File: src/hdl/limg_defs.svh
// Register offsets, field positions and reset values for the interrupt mask gate
`ifndef LIMG_DEFS_SVH
`define LIMG_DEFS_SVH

`define LIMG_ADDR_W 8
`define LIMG_OFS_MASK_SET 8'h88
`define LIMG_OFS_MASK_CLR 8'h8c
`define LIMG_OFS_EVENT 8'h80
`define LIMG_OFS_ISO_TX_EVENT 8'h90
`define LIMG_OFS_ISO_TX_MASK 8'h98
`define LIMG_OFS_ISO_RX_EVENT 8'ha0
`define LIMG_OFS_ISO_RX_MASK 8'ha8
`define LIMG_OFS_STATUS 8'hc0
`define LIMG_BIT_GLOBAL 31
`define LIMG_BIT_MAKER 30
`define LIMG_BIT_SOFT 29
`define LIMG_BIT_ISO_RX 7
`define LIMG_BIT_ISO_TX 6
`define LIMG_MASK_WRITABLE 32'hefff83ff
`define LIMG_MASK_RESET 32'h00000000
`define LIMG_ISO_TX_W 8
`define LIMG_ISO_RX_W 4
`define LIMG_RESP_OKAY 2'h0
`define LIMG_RESP_SLVERR 2'h2

`endif

File: src/hdl/limg_pkg.sv
// Types for the interrupt mask gate
package limg_pkg;
  typedef enum logic [1:0] {
    limg_wr_idle,
    limg_wr_resp
  } limg_wr_e;
  typedef struct packed {
    logic [31:0] mask;
    logic [7:0] iso_tx_mask;
    logic [3:0] iso_rx_mask;
    logic aw_held;
    logic [7:0] aw_addr;
    logic w_held;
    logic [31:0] w_data;
    logic [3:0] w_strb;
    limg_wr_e wr_state;
    logic [1:0] bresp;
    logic rvalid;
    logic [31:0] rdata;
    logic [1:0] rresp;
    logic irq;
  } limg_state_s;
endpackage

File: src/hdl/limg_gate.sv
// Interrupt mask register with set/clear ports and gated interrupt output over AXI4-Lite
//
// The implementer's own choice: the AXI4-Lite interface to the registers.
`timescale 1ns/100ps
`include "limg_defs.svh"

module limg_gate
  import limg_pkg::*;
(
  input wire logic clk_sys,
  input wire logic srst,
  input wire logic [7:0] s_axi_awaddr,
  input wire logic s_axi_awvalid,
  output logic s_axi_awready,
  input wire logic [31:0] s_axi_wdata,
  input wire logic [3:0] s_axi_wstrb,
  input wire logic s_axi_wvalid,
  output logic s_axi_wready,
  output logic [1:0] s_axi_bresp,
  output logic s_axi_bvalid,
  input wire logic s_axi_bready,
  input wire logic [7:0] s_axi_araddr,
  input wire logic s_axi_arvalid,
  output logic s_axi_arready,
  output logic [31:0] s_axi_rdata,
  output logic [1:0] s_axi_rresp,
  output logic s_axi_rvalid,
  input wire logic s_axi_rready,
  input wire logic [31:0] event_bits,
  input wire logic [7:0] iso_tx_events,
  input wire logic [3:0] iso_rx_events,
  output logic irq
);

  ////////////////////////////////////////////////////////////////////////////
  // State and combinational helpers
  limg_state_s cur;
  limg_state_s nxt;
  logic [31:0] ev_eff;
  logic [31:0] pending;
  logic [31:0] byte_mask;
  logic [31:0] wbits;
  logic [31:0] rd_word;
  logic rd_ok;
  logic aw_take;
  logic w_take;

  ////////////////////////////////////////////////////////////////////////////
  // Per-lane strobe expansion
  genvar gi;
  generate
    for (gi = 0; gi < 4; gi++) begin : g_lane
      assign byte_mask[gi*8 +: 8] = {8{cur.w_strb[gi]}};
    end
  endgenerate

  ////////////////////////////////////////////////////////////////////////////
  // Effective event word: iso summaries replaced by live per-context products
  always_comb begin
    ev_eff = event_bits;
    ev_eff[`LIMG_BIT_ISO_RX] = |(iso_rx_events & cur.iso_rx_mask);
    ev_eff[`LIMG_BIT_ISO_TX] = |(iso_tx_events & cur.iso_tx_mask);
  end

  // Same bit position pairs event with mask; reserved mask bits are zero
  assign pending = ev_eff & cur.mask;

  ////////////////////////////////////////////////////////////////////////////
  // Read decode
  always_comb begin
    rd_ok = 1'b1;
    rd_word = 32'h00000000;
    case (s_axi_araddr)
      `LIMG_OFS_MASK_SET,
      `LIMG_OFS_MASK_CLR: rd_word = cur.mask;
      `LIMG_OFS_ISO_TX_MASK: rd_word = {24'h000000, cur.iso_tx_mask};
      `LIMG_OFS_ISO_RX_MASK: rd_word = {28'h0000000, cur.iso_rx_mask};
      `LIMG_OFS_STATUS: rd_word = pending;
      default: rd_ok = 1'b0;
    endcase
  end

  ////////////////////////////////////////////////////////////////////////////
  // Next-state logic: bus handshakes and set/clear updates
  assign aw_take = s_axi_awvalid && !cur.aw_held && cur.wr_state == limg_wr_idle;
  assign w_take = s_axi_wvalid && !cur.w_held && cur.wr_state == limg_wr_idle;

  always_comb begin
    nxt = cur;
    wbits = cur.w_data & byte_mask;
    if (aw_take) begin
      nxt.aw_held = 1'b1;
      nxt.aw_addr = s_axi_awaddr;
    end
    if (w_take) begin
      nxt.w_held = 1'b1;
      nxt.w_data = s_axi_wdata;
      nxt.w_strb = s_axi_wstrb;
    end
    case (cur.wr_state)
      limg_wr_idle: begin
        // Address and data both held: perform the write and raise the answer on the same edge
        if (cur.aw_held && cur.w_held) begin
          nxt.aw_held = 1'b0;
          nxt.w_held = 1'b0;
          nxt.wr_state = limg_wr_resp;
          nxt.bresp = `LIMG_RESP_OKAY;
          case (cur.aw_addr)
            `LIMG_OFS_MASK_SET: nxt.mask = (cur.mask | wbits) & `LIMG_MASK_WRITABLE;
            `LIMG_OFS_MASK_CLR: nxt.mask = cur.mask & ~wbits & `LIMG_MASK_WRITABLE;
            `LIMG_OFS_ISO_TX_MASK: nxt.iso_tx_mask = cur.iso_tx_mask | wbits[7:0];
            `LIMG_OFS_ISO_TX_MASK + 8'h04: nxt.iso_tx_mask = cur.iso_tx_mask & ~wbits[7:0];
            `LIMG_OFS_ISO_RX_MASK: nxt.iso_rx_mask = cur.iso_rx_mask | wbits[3:0];
            `LIMG_OFS_ISO_RX_MASK + 8'h04: nxt.iso_rx_mask = cur.iso_rx_mask & ~wbits[3:0];
            `LIMG_OFS_STATUS: nxt.bresp = `LIMG_RESP_OKAY;
            default: nxt.bresp = `LIMG_RESP_SLVERR;
          endcase
        end
      end
      limg_wr_resp: begin
        if (s_axi_bready) begin
          nxt.wr_state = limg_wr_idle;
        end
      end
      default: nxt.wr_state = limg_wr_idle;
    endcase
    // Read channel: one read in flight, data registered
    if (cur.rvalid) begin
      if (s_axi_rready) begin
        nxt.rvalid = 1'b0;
      end
    end else if (s_axi_arvalid) begin
      nxt.rvalid = 1'b1;
      nxt.rdata = rd_word;
      nxt.rresp = rd_ok ? `LIMG_RESP_OKAY : `LIMG_RESP_SLVERR;
    end
    // Registered gated interrupt; global enable overrides every source
    nxt.irq = cur.mask[`LIMG_BIT_GLOBAL] && |pending[`LIMG_BIT_GLOBAL-1:0];
  end

  ////////////////////////////////////////////////////////////////////////////
  // State register
  always_ff @(posedge clk_sys) begin
    if (srst) begin
      cur <= '0;
      cur.mask <= `LIMG_MASK_RESET;
      cur.wr_state <= limg_wr_idle;
    end else begin
      cur <= nxt;
    end
  end

  ////////////////////////////////////////////////////////////////////////////
  // Port drive
  assign s_axi_awready = !cur.aw_held && cur.wr_state == limg_wr_idle;
  assign s_axi_wready = !cur.w_held && cur.wr_state == limg_wr_idle;
  assign s_axi_bvalid = cur.wr_state == limg_wr_resp;
  assign s_axi_bresp = cur.bresp;
  assign s_axi_arready = !cur.rvalid;
  assign s_axi_rvalid = cur.rvalid;
  assign s_axi_rdata = cur.rdata;
  assign s_axi_rresp = cur.rresp;
  assign irq = cur.irq;

endmodule

File: config.mk
export PLATFORM = sky130hd
export DESIGN_NAME = limg_gate
export DESIGN_NICKNAME = d
export VERILOG_FILES = /design/src/hdl/limg_pkg.sv /design/src/hdl/limg_gate.sv
export VERILOG_INCLUDE_DIRS = /design/src /design/src/hdl
export SDC_FILE = /design/constraint.sdc
export NUM_CORES = 1
export LEC_CHECK = 0
export BUFFER_PORTS_ARGS = -buffer_cell sky130_fd_sc_hd__buf_2
export CAP_MARGIN = 40
export CORE_MARGIN = 1
export CORE_UTILIZATION = 55
export CTS_BUF_LIST = sky130_fd_sc_hd__clkbuf_8
export DETAILED_ROUTE_END_ITERATION = 16
export PLACE_DENSITY = 0.85
export SLEW_MARGIN = 25
export SYNTH_ARGS = -nofsm -noshare
export SYNTH_HDL_FRONTEND = slang
export SYNTH_SLANG_ARGS = --single-unit
File: constraint.sdc
create_clock -name clk_sys -period 4.3 [get_ports clk_sys]
set_input_delay 0.645 -clock clk_sys [delete_from_list [all_inputs] [get_ports clk_sys]]
set_output_delay 0.645 -clock clk_sys [all_outputs]
set_load 0.1 [all_outputs]
== Yosys cells after proc, flatten, opt, wreduce, memory -nomap -nowiden ==
Index checks and enable logic that the tools add are counted.

* Input bits: 103
* Bits in registers: 130
* Word-level logic and storage cells: 89
* Output and inout bits: 42

* Muxes and demuxes: 19
* Bitwise operators: 14
* Reduce and logical (&&, ||, !) cells: 27
* Equality and inequality tests: 15

{| class="wikitable"
|+ Operator list
! kind !! number
|-
| case mux 32 bit (4 select lines) || 1
|-
| bitwise AND 32 bit || 3
|-
| == test 8 bit, second input constant || 12
|-
| case mux 32 bit (2 select lines) || 1
|-
| 2-to-1 mux 37 bit || 1
|-
| 2-to-1 mux 35 bit || 1
|-
| inverter 32 bit || 1
|-
| bitwise OR 32 bit || 1
|-
| OR reduction 31 bit || 1
|-
| bitwise AND 8 bit || 2
|-
| case mux 8 bit (2 select lines) || 1
|-
| 2-to-1 mux 9 bit || 1
|-
| AND reduction 3 bit || 3
|-
| bitwise AND 4 bit || 2
|-
| logical AND 1 bit || 8
|-
| inverter 8 bit || 1
|-
| bitwise OR 8 bit || 1
|-
| case mux 4 bit (2 select lines) || 1
|-
| OR reduction 8 bit || 1
|-
| 2-to-1 mux 1 bit || 7
|-
| OR reduction 7 bit || 1
|-
| 2-to-1 mux 2 bit || 3
|-
| AND reduction 2 bit || 3
|-
| nonzero test 2 bit || 3
|-
| other kinds (12) || 15
|}

== Longest topological paths before layout ==
* Depth in word-level cells: 6
* Gate-level depth with buffers: 7
* Gate-level depth less buffers: 4

== Worst setup path before layout ==
OpenSTA, ideal clock, no wires.

* Path kind: register -> register
* Start point: register cur[38] in the netlist's numbering
* End point: register cur[71] in the netlist's numbering
* Cell stages (with the launch flop): 6
* Path slack: 1816 ps
* Library setup time: 70 ps
* Arrival: 2414 ps
* Data required time: 4230 ps
* Clock period less this slack: 2484 ps
* Path buffers: 1
* Cell sequence: dfxtp_1 -> nor2_1 -> and2_1 -> clkbuf_1 -> nand2_1 -> a21oi_1

* Longest elaborated chain between the ends: 2

{| class="wikitable"
|+ RTL lines
! element !! RTL line !! RTL
|-
| from (decl) || limg_gate.sv:37 || <nowiki>limg_state_s cur;</nowiki>
|-
| from (signal assigned) || limg_gate.sv:149 || <nowiki>cur <= nxt;</nowiki>
|-
| zero test 2 bit || limg_gate.sv:86 || <nowiki>assign w_take = s_axi_wvalid && !cur.w_held && cur.wr_state == limg_wr_idle;</nowiki>
|-
| logical AND 1 bit || limg_gate.sv:86 ||
|}

No other way between the ends.
A chain may end at the register's enable or synchronous reset.

== Worst setup path in the final report ==
* Start point: input s_axi_araddr[2]
* End point: register cur, in the netlist s_axi_rdata[2]

* Longest elaborated chain between the ends: 3
* Elaborated cells between the ends (all ways): 7
* Those cells by class: 5 x eq/ne; 1 x mux; 1 x reduce/logical

{| class="wikitable"
|+ RTL lines
! element !! RTL line !! RTL
|-
| from (decl) || limg_gate.sv:22 || <nowiki>input wire logic [7:0] s_axi_araddr,</nowiki>
|-
| == test 8 bit || limg_gate.sv:73 || <nowiki>case (s_axi_araddr)</nowiki>
|-
| OR reduction 2 bit || -- ||
|-
| case mux 32 bit (4 select lines) * || limg_gate.sv:73 ||
|}

Mark *: on every way between the ends. The rest lies on a longest branch, timed or not.

==> impl_metrics.py <==
metrics = {
    "timing": {
        "setup_viol": 0,
        "worst_slew_pin_slew_ns": 0.8045,
        "rsz0062_at_grt": "false",
        "period_minus_slack_ns": 2.222,
        "fin_skew_ns": 0.01084,
        "slew_violations": 0,
        "finalWorstSetupSlack_ns": 2.078,
        "max_freq_ghz": 0.4500,
        "holdWs_ns": 0.4611,
        "period_share": 0.5168,
        "hold_viol": 0,
        "relSlewSlack": 0.4606,
        "fin_tns_setup_ns": 0,
    },
    "place": {
        "detailed_place_hpwl_um": 9115,
        "io_buffers": 122,
        "finalWeightedCongestion": 0.8716,
        "dp_slack_ns": 1.395,
    },
    "clock_network": {
        "cts_htree_levels": 3,
        "clk_pin_slew_ns": 0.11,
        "cts_resized": 0,
        "tritoncts": "done",
        "cts_buffers": 9,
        "cts_setup_buffers": 0,
        "clk_latency_ns": 0.37,
        "root_buffer": "clkbuf_8",
        "clk_path_buf_depth": 2,
        "clock-sinks": 109,
        "ctsHoldBuffers": 0,
    },
    "die": {
        "die_h_um": 98.77,
        "rows": 34,
        "start_util": 0.5792,
        "io_pins": 145,
        "die_w_um": 98.77,
        "die-area_um2": 9755,
        "core_area_um2": 8891,
    },
    "routing": {
        "drt-initial-drc-count": 372,
        "via_per_inst": 5.853,
        "drc": 0,
        "ant_nets": 0,
        "num_vias": 4665,
        "wl_um": 12600,
        "dr.pass1.iters": 8,
        "routedWlPerCell_um": 15.81,
    },
    "flow_run": {
        "cap_violations": 0,
    },
    "setup_path": {
        "cp_data_required_time_ns": 4.62,
        "cp-start-kind": "input port",
        "rr_endpoint": "cur[96]",
        "critPathTopFamily": "simple AND/OR/NAND/NOR gates",
        "slowest_stage": "nand4bb_1",
        "worstPathCellList": "buf_2, nand4bb_1, or2_2, o21ai_0, a32o_1",
        "crit_type": "in2reg",
        "cp.arrival_ns": 2.54,
        "critPathLaunch": "s_axi_araddr[2]",
        "rrSetupSlack_ns": 2.24,
        "path_buf_inv": 1,
        "crit_path_max_fanout": 21,
        "timing.critical_path.to": "s_axi_rdata[2]",
        "end_kind": "register",
        "r2r_cells": 4,
        "cp.depth": 5,
        "cpPeakStageDelay_ns": 0.73,
        "r2r_start": "cur[84]",
    },
    "global_routing": {
        "grt_first_pass_wirelength_um": 20290,
        "track_usage": 0.2584,
        "grt_max_degree": 68,
        "antenna_found_initial": 0,
        "grt_pass1_vias": 4264,
        "grt.overflow.total": 0,
    },
    "power": {
        "power_density_nw_per_um2": 337.8,
        "leakage_nw": 2.417,
        "vdd_ir_drop_max_mv": 0.2111,
    },
    "logic_synthesis": {
        "synth_commonest_cells": "109 x dfxtp_1, 94 x nand2_1, 48 x a21oi_1, 37 x buf_4, 34 x nor2_1",
        "netlist.area_leader.share": 0.4237,
        "syn_area_per_cell_um2": 8.415,
        "synth-seq-cells": 109,
        "synth_seq_area_share": 0.4237,
        "netlist_area_um2": 5150,
        "synth-edff-count": 0,
        "synth_area_leaders": "dfxtp_1 42%, nand2_1 6.9%, buf_4 5.4%",
        "ys_types": 51,
        "yosysWarnings": 0,
        "yosysTopAreaCell": "dfxtp_1",
        "yosysMostFrequentCell": "dfxtp_1",
        "synthArstFlopShare": 0,
        "synthFlopType": "dfxtp_1",
        "synth_cells": 612,
    },
    "finish": {
        "nNetsFinal": 787,
        "antenna_cells": 0,
        "layout-drive-gt1-share": 0.2366,
        "area_growth_pct": 11.47,
    },
    "worst_hold_path": {
        "min_path_type": "reg2reg",
    },
    "outcome": {
        "outcome": "complete, no violations",
    },
}
-- layout make-up --
type / count / area (um^2)
tap: 108 / 135.1
clock buffer: 9 / 123.9
sequential: 109 / 2182
multi-input combinational: 414 / 2467
clock inverter: 7 / 73.82
timing repair buffer: 129 / 679.4
fill: 766 / 3151
inverter: 21 / 78.83
-- placed cells by master, fill, tap and decap left out, types with 5 or more instances in the layout --
cell type    n
conb_1       8
nor2_1      34
a21oi_1     48
dfxtp_1    109
a32oi_1     18
nand2b_1    26
a311oi_1     6
clkbuf_8     9
o21ai_0     28
inv_1       21
nand4_1      6
a22oi_1     16
a211oi_1     8
nand3_1     23
nand3b_1     5
mux2i_1     23
nor2b_1      5
nand2_1     94
buf_2      122
a31oi_1      8
-- state kept, by name, summed over array words and instances, names as in the netlist --
register	flops
byte_mask	4
cur	75
irq	1
s_axi_bresp	1
s_axi_rdata	26
s_axi_rresp	1
s_axi_rvalid	1
-- stage by stage --
stage	power (W)	utilization	instances	instance area, um^2
2_1_floorplan	0.001262	-	619	5176
3_3_place_gp	0.001321	0.6182	777	5497
3_5_place_dp	0.001336	0.6216	779	5527
4_1_cts	0.001939	0.6438	795	5724
5_1_grt	0.002010	0.6457	797	5741
6_report	0.001939	0.6457	797	5741
-- kinds of logic after synthesis --
logic type	Yosys count	synth area share
flip-flops	109	0.4237
buffers and inverters	96	0.1023
other	1	0.0007282
AND/OR/NAND/NOR	223	0.2150
AO/OA/AOI/OAI	159	0.2119
multiplexers	23	0.04470
XOR/XNOR	1	0.001701
-- worst min-delay path by stage --
| stage | from | endpoint | slack, ns | depth (start not counted) |
|---|---|---|---|---|
| 3_3_place_gp | cur[47] | cur[47] | 0.44 | 2 |
| 4_1_cts | cur[44] | cur[44] | 0.46 | 2 |
| 5_1_grt | cur[64] | cur[64] | 0.48 | 2 |
| 3_5_place_dp | cur[75] | cur[75] | 0.45 | 2 |
| 2_1_floorplan | cur[44] | cur[44] | 0.43 | 2 |
| 6_report | cur[75] | cur[75] | 0.46 | 2 |
-- worst min-delay path, stage by stage (launching register included) --
cell and delay [ns]:
dfxtp_1 0.32, nand2_1 0.05, a21oi_1 0.05
-- per-layer routing --
metal | vias to the layer above | wire length, um | GRT usage
li1 | 2267 | - | -
met1 | 2169 | 5751 | 0.3564
met2 | 209 | 5779 | 0.4077
met3 | 20 | 828 | 0.03404
met4 | 0 | 242 | 0.1102
met5 | - | 0 | 0
-- where the power goes --
group          total [W]  internal (W)  switching (W)
clock network   0.000622      0.000270       0.000352
registers        0.00106       0.00104      0.0000266
logic           0.000253     0.0000766       0.000177
Power figures use the tool's default switching activity.
